--- src/core/adc_host_pkg.sv ---
/*
 * package for the serial host port of an externally clocked converter:
 * timing counts, frame and command types.
 * assumes a 125 MHz ref_clk.
 */
package adc_host_pkg;

    // ************************************************************
    // timing
    // ************************************************************
    localparam int REF_CLK_MHZ       = 125;
    localparam int SCLK_HALF_NS      = 80;
    localparam int SCLK_HALF_CYC     =
        (SCLK_HALF_NS * REF_CLK_MHZ) / 1000;
    localparam int WORD_BITS         = 24;
    localparam int BYTE_BITS         = 8;
    localparam int RESULT_BYTES      = 3;
    localparam int RDY_MASK_BIT      = 2;

    // ************************************************************
    // command and answer carriers
    // ************************************************************
    typedef enum logic [1:0] {
        OP_READ_RESULT = 2'h0,
        OP_READ_CTRL   = 2'h1,
        OP_READ_CAL    = 2'h2,
        OP_WRITE       = 2'h3
    } op_t;

    typedef struct packed {
        op_t         op;
        logic        sel_cal;
        logic [23:0] wdata;
    } cmd_t;

    typedef struct packed {
        logic [23:0] rdata;
        logic        err;
    } rsp_t;

    typedef struct packed {
        logic sclk;
        logic read_frame_n;
        logic write_frame_n;
        logic register_select;
    } pins_t;

endpackage : adc_host_pkg

--- src/core/adc_host_port.sv ---
/*
 * host controller that drives the converter's serial port in external
 * clocking mode: generates the serial clock, frames, select line, and
 * shifts bytes msb first.
 * assumes the converter sits on the pins; serial_io_line is shared, so
 * the host drives it only during a write frame.
 */
`timescale 1ns/1ps
`default_nettype none
// Functional notes
// - no control readback when wiring is tied
// - write frame may be inverted read frame
// - never derive read frame from write frame
// - detect result by polling ready line
// - result moves as three byte frames
// - register reads ignore the ready line
// - select low with read frame for control
// - host sends write data msb first
// - register write is exactly 24 bits
// - write split into three byte loads
// - bytes kept msb first, no reversal needed
// - result read starts only when ready low
// - byte counter three, frame after ready
module adc_host_port #(
    parameter int HALF_CYC  = adc_host_pkg::SCLK_HALF_CYC,
    parameter int NBYTES    = adc_host_pkg::RESULT_BYTES,
    parameter bit TIED_WIRE = 1'b0
) (
    input  wire logic                 ref_clk,
    input  wire logic                 rst,
    input  wire logic                 cmd_valid,
    output logic                      cmd_ready,
    input  wire adc_host_pkg::cmd_t   cmd,
    output logic                      rsp_valid,
    output adc_host_pkg::rsp_t        rsp,
    input  wire logic                 result_ready_n,
    input  wire logic                 serial_io_line_i,
    output logic                      serial_io_line_o,
    output logic                      serial_io_line_oe,
    output adc_host_pkg::pins_t       pins
);

    // ************************************************************
    // pin synchronisers
    // ************************************************************
    logic [1:0] pin_s;

    adc_host_sync #(
        .W(2)
    ) u_sync (
        .ref_clk  (ref_clk),
        .rst      (rst),
        .async_in ({result_ready_n, serial_io_line_i}),
        .sync_out (pin_s)
    );

    logic rdy_n_s;
    logic sdi_s;
    assign rdy_n_s = pin_s[1];
    assign sdi_s   = pin_s[0];

    // ************************************************************
    // state
    // ************************************************************
    typedef enum logic [5:0] {
        ST_IDLE  = 6'b000001,
        ST_POLL  = 6'b000010,
        ST_FRAME = 6'b000100,
        ST_LOW   = 6'b001000,
        ST_HIGH  = 6'b010000,
        ST_GAP   = 6'b100000
    } st_t;

    typedef struct packed {
        st_t                 st;
        adc_host_pkg::op_t   op;
        logic [15:0]         div;
        logic [2:0]          bit_n;
        logic [1:0]          bytes_left;
        logic [23:0]         shreg;
        logic                rd;
        logic                sel;
        logic                sdo;
        logic                sdo_oe;
        logic                rsp_v;
        adc_host_pkg::rsp_t  rsp;
        adc_host_pkg::pins_t pins;
    } state_t;

    state_t s_q;
    state_t s_d;

    localparam logic [15:0] HALF_M1 = 16'(HALF_CYC - 1);
    localparam logic [1:0]  NB      = 2'(NBYTES);

    always_comb begin
        s_d       = s_q;
        s_d.rsp_v = 1'b0;
        case (s_q.st)
            ST_IDLE: begin
                s_d.pins = '{sclk: 1'b0, read_frame_n: 1'b1,
                    write_frame_n: 1'b1, register_select: 1'b1};
                s_d.sdo_oe = 1'b0;
                if (cmd_valid) begin
                    s_d.op         = cmd.op;
                    s_d.rd         = (cmd.op != adc_host_pkg::OP_WRITE);
                    s_d.shreg      = cmd.wdata;
                    s_d.sel        = cmd.sel_cal;
                    s_d.bytes_left = NB;
                    s_d.rsp.err    = TIED_WIRE &&
                        (cmd.op == adc_host_pkg::OP_READ_CTRL);
                    if (cmd.op == adc_host_pkg::OP_READ_RESULT) begin
                        s_d.st = ST_POLL;
                    end else begin
                        s_d.st = ST_FRAME;
                    end
                    if (TIED_WIRE && cmd.op == adc_host_pkg::OP_READ_CTRL)
                    begin
                        s_d.st    = ST_IDLE;
                        s_d.rsp_v = 1'b1;
                    end
                end
            end
            ST_POLL: begin
                if (!rdy_n_s) begin
                    s_d.st = ST_FRAME;
                end
            end
            ST_FRAME: begin
                // select low only for control access; with tied wiring
                // it follows the write frame
                s_d.pins.register_select =
                    !(s_q.op == adc_host_pkg::OP_READ_CTRL ||
                      (s_q.op == adc_host_pkg::OP_WRITE && !s_q.rsp.err
                       && (TIED_WIRE || !s_q.sel)));
                if (s_q.rd) begin
                    s_d.pins.read_frame_n = 1'b0;
                end else begin
                    s_d.pins.write_frame_n = 1'b0;
                    s_d.sdo_oe = 1'b1;
                    s_d.sdo    = s_q.shreg[23];
                end
                s_d.bit_n = 3'h0;
                s_d.div   = HALF_M1;
                s_d.st    = ST_LOW;
            end
            ST_LOW: begin
                if (s_q.div != 16'h0) begin
                    s_d.div = s_q.div - 16'h1;
                end else begin
                    s_d.pins.sclk = 1'b1;
                    s_d.div       = HALF_M1;
                    s_d.st        = ST_HIGH;
                end
            end
            ST_HIGH: begin
                if (s_q.div != 16'h0) begin
                    s_d.div = s_q.div - 16'h1;
                end else begin
                    s_d.pins.sclk = 1'b0;
                    s_d.div       = HALF_M1;
                    // sample read data late in the high phase
                    s_d.shreg = s_q.rd ? {s_q.shreg[22:0], sdi_s}
                                       : {s_q.shreg[22:0], 1'b0};
                    s_d.sdo   = s_q.shreg[22];
                    s_d.bit_n = s_q.bit_n + 3'h1;
                    s_d.st    = ST_LOW;
                    if (s_q.bit_n == 3'h7) begin
                        s_d.bytes_left = s_q.bytes_left - 2'h1;
                        s_d.st         = ST_GAP;
                    end
                end
            end
            ST_GAP: begin
                // frames close one cycle after the eighth falling edge,
                // so the converter sees that edge inside the frame
                s_d.pins.read_frame_n  = 1'b1;
                s_d.pins.write_frame_n = 1'b1;
                s_d.sdo_oe             = 1'b0;
                if (s_q.div != 16'h0) begin
                    s_d.div = s_q.div - 16'h1;
                end else if (s_q.bytes_left != 2'h0) begin
                    s_d.st = ST_FRAME;
                end else begin
                    s_d.pins.register_select = 1'b1;
                    s_d.rsp.rdata = s_q.rd ? s_q.shreg : 24'h0;
                    s_d.rsp_v     = 1'b1;
                    s_d.st        = ST_IDLE;
                end
            end
            default: begin
                s_d.st = ST_IDLE;
            end
        endcase
    end

    always_ff @(posedge ref_clk) begin
        if (rst) begin
            s_q      <= '0;
            s_q.st   <= ST_IDLE;
            s_q.op   <= adc_host_pkg::OP_READ_RESULT;
            s_q.pins <= '{sclk: 1'b0, read_frame_n: 1'b1,
                write_frame_n: 1'b1, register_select: 1'b1};
        end else begin
            s_q <= s_d;
        end
    end

    // ************************************************************
    // outputs
    // ************************************************************
    assign cmd_ready         = (s_q.st == ST_IDLE);
    assign rsp_valid         = s_q.rsp_v;
    assign rsp               = s_q.rsp;
    assign pins              = s_q.pins;
    assign serial_io_line_o  = s_q.sdo;
    assign serial_io_line_oe = s_q.sdo_oe;

    // ************************************************************
    // checks
    // ************************************************************
    property p_idle_high;
        @(posedge ref_clk) disable iff (rst)
        (s_q.st == ST_IDLE) |-> (pins.read_frame_n && pins.write_frame_n
            && !pins.sclk);
    endproperty
    a_idle_high: assert property (p_idle_high)
        else $error("frame active while idle");

    property p_no_both_frames;
        @(posedge ref_clk) disable iff (rst)
        !(!pins.read_frame_n && !pins.write_frame_n);
    endproperty
    a_no_both_frames: assert property (p_no_both_frames)
        else $error("both frames low");

    property p_poll_waits;
        @(posedge ref_clk) disable iff (rst)
        (s_q.st == ST_POLL && rdy_n_s) |=> (s_q.st == ST_POLL);
    endproperty
    a_poll_waits: assert property (p_poll_waits)
        else $error("result read began with ready high");

    property p_ctrl_sel_low;
        @(posedge ref_clk) disable iff (rst)
        (!pins.read_frame_n && s_q.op == adc_host_pkg::OP_READ_CTRL)
            |-> !pins.register_select;
    endproperty
    a_ctrl_sel_low: assert property (p_ctrl_sel_low)
        else $error("control read without select low");

    property p_sdo_only_write;
        @(posedge ref_clk) disable iff (rst)
        serial_io_line_oe |-> !pins.write_frame_n;
    endproperty
    a_sdo_only_write: assert property (p_sdo_only_write)
        else $error("data driven outside write frame");

    property p_byte_ends_frame;
        @(posedge ref_clk) disable iff (rst)
        (s_q.st == ST_HIGH && s_q.div == 16'h0 && s_q.bit_n == 3'h7)
            |=> (s_q.st == ST_GAP)
                ##1 (pins.read_frame_n && pins.write_frame_n);
    endproperty
    a_byte_ends_frame: assert property (p_byte_ends_frame)
        else $error("frame not closed after eighth bit");

    property p_three_bytes;
        @(posedge ref_clk) disable iff (rst)
        (s_q.st == ST_FRAME) |-> (s_q.bytes_left != 2'h0);
    endproperty
    a_three_bytes: assert property (p_three_bytes)
        else $error("extra byte framed");

    property p_start_count;
        @(posedge ref_clk) disable iff (rst)
        (s_q.st == ST_IDLE && cmd_valid && !s_d.rsp_v)
            |=> (s_q.bytes_left == NB);
    endproperty
    a_start_count: assert property (p_start_count)
        else $error("byte counter not loaded");

    property p_sclk_half;
        @(posedge ref_clk) disable iff (rst)
        $rose(pins.sclk) |-> pins.sclk [*2];
    endproperty
    a_sclk_half: assert property (p_sclk_half)
        else $error("serial clock high phase too short");

endmodule : adc_host_port
`default_nettype wire

--- src/core/adc_host_sync.sv ---
/*
 * two-flop synchroniser for a vector of pin inputs.
 * assumes inputs are asynchronous to ref_clk.
 */
`timescale 1ns/1ps
`default_nettype none
module adc_host_sync #(
    parameter int W = 2
) (
    input  wire logic         ref_clk,
    input  wire logic         rst,
    input  wire logic [W-1:0] async_in,
    output logic      [W-1:0] sync_out
);
    logic [W-1:0] meta_q;

    always_ff @(posedge ref_clk) begin
        if (rst) begin
            meta_q   <= '1;
            sync_out <= '1;
        end else begin
            meta_q   <= async_in;
            sync_out <= meta_q;
        end
    end
endmodule : adc_host_sync
`default_nettype wire

--- config.mk ---
export PLATFORM = sky130hd
export DESIGN_NAME = adc_host_port
export DESIGN_NICKNAME = d
export VERILOG_FILES = /design/src/core/adc_host_pkg.sv /design/src/core/adc_host_port.sv /design/src/core/adc_host_sync.sv
export SDC_FILE = /design/constraint.sdc
export NUM_CORES = 1
export LEC_CHECK = 0
export BUFFER_PORTS_ARGS = -buffer_cell sky130_fd_sc_hd__buf_2
export CORE_MARGIN = 5
export CORE_UTILIZATION = 61
export DETAILED_ROUTE_END_ITERATION = 16
export MAX_ROUTING_LAYER = met4
export PLACE_DENSITY_LB_ADDON = 0.05
export SETUP_SLACK_MARGIN = 0.2
export SLEW_MARGIN = 20
export SYNTH_ARGS = -nofsm -noshare
export SYNTH_HDL_FRONTEND = slang
export SYNTH_SLANG_ARGS = --single-unit
--- constraint.sdc ---
create_clock -name ref_clk -period 5.29 [get_ports ref_clk]
set_input_delay 0.529 -clock ref_clk [delete_from_list [all_inputs] [get_ports ref_clk]]
set_output_delay 0.529 -clock ref_clk [all_outputs]
set_load 0.1 [all_outputs]
Word-level counts from Yosys, hierarchy flattened
Cells that the tools add are included.
{ "word_totals": {"reg_bits": 90, "latchBits": 0, "mem_bits_rw": 0, "romBits": 0, "inputBits": 32, "output_inout_bits": 33, "elab_cells": 105, "n_memories": 0} }
{ "op_classes": {"addsub": 3, "n_mul": 0, "div": 0, "n_lt_le_gt_ge": 0, "eq_ne": 20, "n_shift": 0, "n_mux": 32, "bitwise_logic": 3, "n_reduce_logical": 29} }
{ "ops": {"columns": ["cell", "n"], "rows": [
  ["one-hot mux 26 bit (2 select lines)", 1],
  ["one-hot mux 16 bit (3 select lines)", 1],
  ["one-hot mux 6 bit (6 select lines)", 1],
  ["2-to-1 mux 16 bit", 2],
  ["2-to-1 mux 6 bit", 5],
  ["2-to-1 mux 29 bit", 1],
  ["2-to-1 mux 28 bit", 1],
  ["2-to-1 mux 25 bit", 1],
  ["2-to-1 mux 24 bit", 1],
  ["!= test 2 bit (second input constant)", 11],
  ["nonzero test 16 bit", 1],
  ["subtractor 16 x 1 -> 16 bit (second input constant)", 1],
  ["AND reduction 3 bit", 5],
  ["AND reduction 2 bit", 6],
  ["one-hot mux 3 bit (3 select lines)", 1],
  ["nonzero test 3 bit", 3],
  ["2-to-1 mux 1 bit", 8],
  ["2-to-1 mux 8 bit", 1],
  ["nonzero test 2 bit", 4],
  ["== test 6 x 1 -> 1 bit (second input constant)", 1],
  ["== test 6 x 2 -> 1 bit (second input constant)", 1],
  ["== test 6 x 3 -> 1 bit (second input constant)", 1],
  ["== test 6 x 4 -> 1 bit (second input constant)", 1],
  ["== test 6 x 5 -> 1 bit (second input constant)", 1],
  ["20 further kinds", 27]
]} }

Longest topological paths before layout
Gate-level depths: netlist of run 1.
{ "depth": {"word_depth": 5, "ltp_mapped": 8, "mapped_depth_nobuf": 7} }

Hierarchy
A second synthesis of run 1 with hierarchy kept.
{ "hier_totals": {"hier_cells": 534, "area_unflattened_um2": 4344.2} }
{ "modules_own_cells": {"columns": ["mod", "instances", "cells_each", "area_each_um2", "seq_area_each_um2"], "rows": [
  ["adc_host_port", 1, 526, 4239.1, 1721.7],
  ["adc_host_sync", 1, 8, 105.1, 80.1]
]} }

Worst setup path before layout of run 1
OpenSTA, ideal clock, no wires.
{ "synth_timing": {"kind": "reg2out", "startpoint": "register s_q[84] (netlist name)", "endpoint": "output cmd_ready", "arrival_ps": 2416, "required_time_ps": 4761, "setup_slack_ps": 2345, "stages_incl_launch_ff": 4, "n_path_buf": 1, "path_cell_list": "dfxtp_1 buf_2 or4_1 nor2_1"} }
{ "synth_via": {"elab_chain_cells": 1} }
{ "synth_lines": {"columns": ["item", "line_no", "text"], "rows": [
  ["start, declared", "adc_host_port.sv:90", "state_t s_q;"],
  ["== test 6 x 1 -> 1 bit", "adc_host_port.sv:212", "assign cmd_ready = (s_q.st == ST_IDLE);"],
  ["end, declared", "adc_host_port.sv:32", "output logic cmd_ready,"]
]} }
No other way between the ends.

Worst setup path after layout of run 1
Same ends and word-level chain as after synthesis.

==> flow_summary.toml, run 1 <==
[run]
maxCapViolCount = 0

[floorplan]
fp.dieW_um = 95.1
core_sq_um = 7140
ioPinCount = 65
die_h_um = 95.1
initial_utilization_pct = 61.8
die_area_sq_um = 9040
num_rows = 31

[layout]
nFillCells = 630
drive_gt1_share_pct = 18.2
fin_nets = 580
final_cell_mix = "90 x dfxtp_1, 63 x nand2_1, 63 x buf_2, 54 x nor2_1, 53 x nand3_1"
diodes = 0
fin_area_sq_um = 4720
final_common_cell = "dfxtp_1"
area_growth_pct = 7.00
stdcell_count = 647

[placement]
io_buffers = 63
post-place-cells = 630
gp_routability_congestion = 0.911
placed_cell_area_sq_um = 4460
detailed_place_hpwl_um = 6430

[setup_path]
rr_worst_depth = 7
crit_end = "cmd_ready"
start_kind = "flop"
crit_path_end_kind = "output port"
crit_start = "s_q[84]"
path_class = "flop to output port"
reg2reg_to = "rsp[1]"
crit_path_max_fanout = 11
worstReg2RegStart = "s_q[63]"
worstPathRequired_ps = 4760
arrival_ps = 2140
r2r_slack_ps = 2700

[detailed_routing]
route.detailed.drc = 0
wirelength_um = 9820
first_pass_iters = 5
ant_nets = 0
avgViaCountPerCell = 6.00
drt_iter0_drc = 235
vias = 3881
routedWlPerCell_um = 15.2

[cts]
cts_made_buffers = 9
numClockSinks = 90
cts_buffer_depth = 2
postCtsSetupBuffers = 0
clockRootBuffer = "clkbuf_8"
h-tree-depth = 3
clk_pin_slew_ps = 80
insertion_delay_ps = 360
cts-resized-gates = 0
hold_buffers = 0
tritoncts = "built"

[timing]
rsz0062_at_grt = "no"
period_share_pct = 50.4
hold_viol = 0
max_freq_mhz = 375
finalSetupViolCount = 0
fin_skew_ps = 10.8
worst_slew_pin_slew_ps = 1150
maxSlewViolCount = 0
slew_headroom_pct = 23.1
period_minus_slack_ps = 2670
setup_tns_ps = 0
hold_ws_ps = 353

[power]
vdd_ir_drop_max_mv = 0.198
p_per_area_nw_per_um2 = 434
p_total_mw = 2.05
p_leak_nw = 1.84

[synthesis]
ys.flop_type = "dfxtp_1"
ys_ff_latch = 90
yosysSeqAreaShare_pct = 40.8
syn_nets = 572
ys_types = 61
yosysWarnings = 0
syn_area_per_cell_sq_um = 8.25
netlist_area_sq_um = 4410
synthArstFlopShare_pct = 0
synth_edf_count = 0
netlist_instances = 535

[global_routing]
antenna_found_initial = 0
grt_first_pass_wirelength_um = 15900
grt.total_usage_pct = 22.6
grt_max_degree = 79
grt_pass1_vias = 3434
grt_overflow = 0

[hold_path]
hp-class = "primary input to flop"

[status]
outcome = "completed"
power by group:
part           switching [mW]  total, mW  internal [mW]
clock                   0.254      0.525          0.271
sequential              0.102      0.861          0.760
combinational           0.427      0.661          0.234
how the worst min path moves through the flow:
stage	from	endpoint	slack, ps	cells after the start
floorplan	u_sync.meta_q[0]	u_sync.sync_out[0]	390	1
global placement	u_sync.meta_q[1]	u_sync.sync_out[1]	390	1
detailed placement	u_sync.meta_q[0]	u_sync.sync_out[0]	390	1
CTS	result_ready_n	u_sync.meta_q[1]	350	2
global route	result_ready_n	u_sync.meta_q[1]	360	2
finish	result_ready_n	u_sync.meta_q[1]	350	2
cell usage after synthesis, drive strengths merged (8+ instances only):
library cell | instances | area [sq um]
or3 | 8 | 55.1
nor4 | 8 | 101
inv | 9 | 33.8
a21o | 8 | 60.1
o21ai | 17 | 85.1
a311oi | 26 | 228
nand2 | 63 | 236
nor3 | 12 | 71.3
a21oi | 36 | 180
dfxtp | 90 | 1800
nand3 | 54 | 270
nor2 | 56 | 220
buf | 48 | 337
clkbuf | 21 | 80.1
area by class of cell:
| class | count | area (sq um) | area share [%] |
|---|---|---|---|
| Multi-Input combinational cell | 367 | 2180 | 46.1 |
| Sequential cell | 90 | 1800 | 38.2 |
| Timing Repair Buffer | 66 | 358 | 7.58 |
| Clock buffer | 9 | 124 | 2.62 |
| Tap cell | 99 | 124 | 2.62 |
| Clock inverter | 7 | 103 | 2.17 |
| Inverter | 9 | 33.8 | 0.715 |
kinds of logic (layout without fill, tap and decap cells):
group	Yosys count	count (layout)	share of synthesized area [%]
flops	90	90	40.8
compound gates	126	126	19.6
fa+ha+maj	5	5	1.42
other cells	1	1	0.0850
buf+inv	78	91	10.2
xor+xnor	3	3	0.596
simple gates	230	230	26.8
mux	2	2	0.454
sequential cells by signal, summed over array words and instances (netlist names):
signal	cells
rsp_valid	1
u_sync.sync_out	2
serial_io_line_o	1
u_sync.meta_q	2
serial_io_line_oe	1
s_q	55
rsp	24
pins	4
routing by layer:
layer / wire length, um / global-route usage (%) / vias to the layer above
met1: 4520 / 31.5 / 1825
met3: 651 / 4.03 / 17
li1: - / - / 1906
met2: 4500 / 33.2 / 133
met5: 0 / - / -
met4: 152 / 7.45 / 0
worst max-delay path, cell delays in order, from the launching register on:
cell and delay, ps:
dfxtp_1 440, or4_1 590, nor2_1 260, buf_2 480
per-stage QoR:
step | setup WS, ps | utilization [%]
floorplan | 2340 | -
global placement | 2380 | 62.5
detailed placement | 2360 | 62.5
CTS | 2350 | 65.7
global route | 2410 | 66.2
finish | 2620 | 66.2
No activity file was read; power rests on OpenSTA's default activity.
==> run 2, diff against run 1 <==
--- a/config.mk
+++ b/config.mk
@@ -7,7 +7,7 @@
 export LEC_CHECK = 0
 export BUFFER_PORTS_ARGS = -buffer_cell sky130_fd_sc_hd__buf_2
 export CORE_MARGIN = 5
-export CORE_UTILIZATION = 61
+export CORE_UTILIZATION = 57
 export DETAILED_ROUTE_END_ITERATION = 16
 export MAX_ROUTING_LAYER = met4
 export PLACE_DENSITY_LB_ADDON = 0.05
==> constraint.sdc (replaced) <==
create_clock -name ref_clk -period 2.64 [get_ports ref_clk]
set_input_delay 0.264 -clock ref_clk [delete_from_list [all_inputs] [get_ports ref_clk]]
set_output_delay 0.264 -clock ref_clk [all_outputs]
set_load 0.1 [all_outputs]
==> run 2 against run 1 <==
Non-clock buffer count is 8 higher; worst setup slack got worse by 2300 ps; combinational power increased by 110%; routed wire length rose by 1.9%; clock skew increased by 3.7 ps; first-iteration DRC count fell by 32%; critical endpoint unchanged; largest power group unchanged.
==> flow_summary.toml, run 2 (same netlist as run 1, synthesis figures left out) <==
[timing]
max_freq_mhz = 430
period_minus_slack_ps = 2320
finalSetupViolCount = 0
rsz0062_at_grt = "no"
hold_ws_ps = 95.8
period_share_pct = 88.0
slew_headroom_pct = 53.9
fin_skew_ps = 14.5
worst_slew_pin_slew_ps = 691
setup_tns_ps = 0
hold_viol = 0
maxSlewViolCount = 0

[cts]
cts_made_buffers = 9
insertion_delay_ps = 360
hold_buffers = 0
h-tree-depth = 3
cts_buffer_depth = 2
numClockSinks = 90
clockRootBuffer = "clkbuf_8"
tritoncts = "built"
clk_pin_slew_ps = 90

[global_routing]
antenna_found_initial = 0
grt_max_degree = 54
grt.total_usage_pct = 21.7
grt_overflow = 0
grt_pass1_vias = 3530
grt_first_pass_wirelength_um = 16900

[placement]
io_buffers = 63
detailed_place_hpwl_um = 6920
post-place-cells = 642
gp_routability_congestion = 0.904

[layout]
drive_gt1_share_pct = 19.1
top_register = "s_q"
stdcell_count = 658
diodes = 0
final_common_cell = "dfxtp_1"
area_growth_pct = 6.97
largest_reg_flops = 55
fin_nets = 588
final_cell_mix = "90 x dfxtp_1, 63 x nand2_1, 62 x buf_2, 54 x nand3_1, 53 x nor2_1"

[setup_path]
worstPathRequired_ps = 2380
crit_chain = "or4_1, nor2_2, clkbuf_4"
r2r_slack_ps = 420
crit_path_end_kind = "output port"
worstReg2RegStart = "s_q[63]"
reg2reg_to = "s_q[72]"
crit_path_max_fanout = 11
start_kind = "flop"
slowest_stage = "or4_1"
max_stage_delay_ps = 610
rr_worst_depth = 7
path_class = "flop to output port"
critPathTopFamily = "simple AND/OR/NAND/NOR gates"
arrival_ps = 2060
path_buf_inv = 1

[floorplan]
fp.dieW_um = 98.0
die_area_sq_um = 9600
ioPinCount = 65
die_h_um = 98.0
initial_utilization_pct = 57.7
core_sq_um = 7650
num_rows = 32

[power]
seqPwrFrac_pct = 43.4
power_frac_comb_pct = 34.7
vdd_ir_drop_max_mv = 0.374
p_per_area_nw_per_um2 = 837
switchingPower_mw = 1.57
p_int_mw = 2.38
switching_share_pct = 39.7
clock_power_share_pct = 22.0
p_leak_nw = 1.85

[status]
outcome = "completed"

[detailed_routing]
route.detailed.drc = 0
avgViaCountPerCell = 5.82
first_pass_iters = 4
wirelength_um = 10000
drt_iter0_drc = 160
ant_nets = 0
routedWlPerCell_um = 15.2
vias = 3831

[run]
maxCapViolCount = 0

[hold_path]
holdPathStages = 2
hp-start = "result_ready_n"
min_to = "u_sync.meta_q[1]"
hp-class = "primary input to flop"
-- run 2: cell count changes in the layout (fill, tap and decap cells not counted), sizes merged --
cell and delta:
buf +7, bufinv -2, clkbuf +2, clkinv -2, inv +2, clkinvlp +1
-- run 2: area by class of cell --
cell class / instances / area (sq um)
timing repair buffer: 74 / 413
tap: 102 / 128
sequential: 90 / 1800
fill: 714 / 2930
inverter: 9 / 33.8
clock inverter: 6 / 50.0
clock buffer: 10 / 128
multi-input combinational: 367 / 2170
-- run 2: repair_timing --
action / in CTS / in global routing
gates resized for setup: 0 / 1
setup buffers: 0 / 0
endpoints found under the setup margin: 0 / 1
hold endpoints to repair: 0 / 0
-- run 2: through the flow --
step           setup slack (ps)  cell area (sq um)  util (%)  power (mW)
3_3_place_gp                453               4540      59.4        3.08
5_1_grt                     212               4720      61.7        4.23
2_1_floorplan               257               4420         -        2.78
6_report                    316               4720      61.7        3.95
3_5_place_dp                435               4540      59.4        3.11
4_1_cts                     213               4720      61.7        3.97
-- run 2: worst max-delay path by stage --
stage / start / endpoint / slack (ps) / cells past startpoint
floorplan: s_q[84] / pins[3] / 260 / 6
global placement: s_q[63] / s_q[72] / 450 / 7
detailed placement: s_q[63] / s_q[72] / 430 / 7
CTS: s_q[84] / cmd_ready / 210 / 3
global route: s_q[84] / cmd_ready / 210 / 3
finish: s_q[84] / cmd_ready / 320 / 3
-- run 2: worst register-to-register path, stage by stage (launching register included) --
cell,delay [ps]
dfxtp_1,340
inv_1,130
ha_1,150
nor4b_2,330
and4_1,400
or3_1,430
nor2_2,110
a22o_1,240
-- run 2: power by group through the flow --
| stage | registers (mW) | logic (mW) | clock network (mW) |
|---|---|---|---|
| after global routing | 1.74 | 1.53 | 0.956 |
| after global placement | 1.74 | 1.34 | 0 |
| final | 1.71 | 1.37 | 0.868 |
| after detailed placement | 1.74 | 1.36 | 0 |
| after CTS | 1.71 | 1.37 | 0.893 |
| after floorplan | 1.67 | 1.11 | 0 |
-- run 2: per-layer routing --
layer,vias up,wire (um),GRT usage [%]
met5,-,0,-
met4,0,110,5.43
met3,10,417,4.79
met2,81,4540,32.3
met1,1804,4940,29.9
li1,1936,-,-
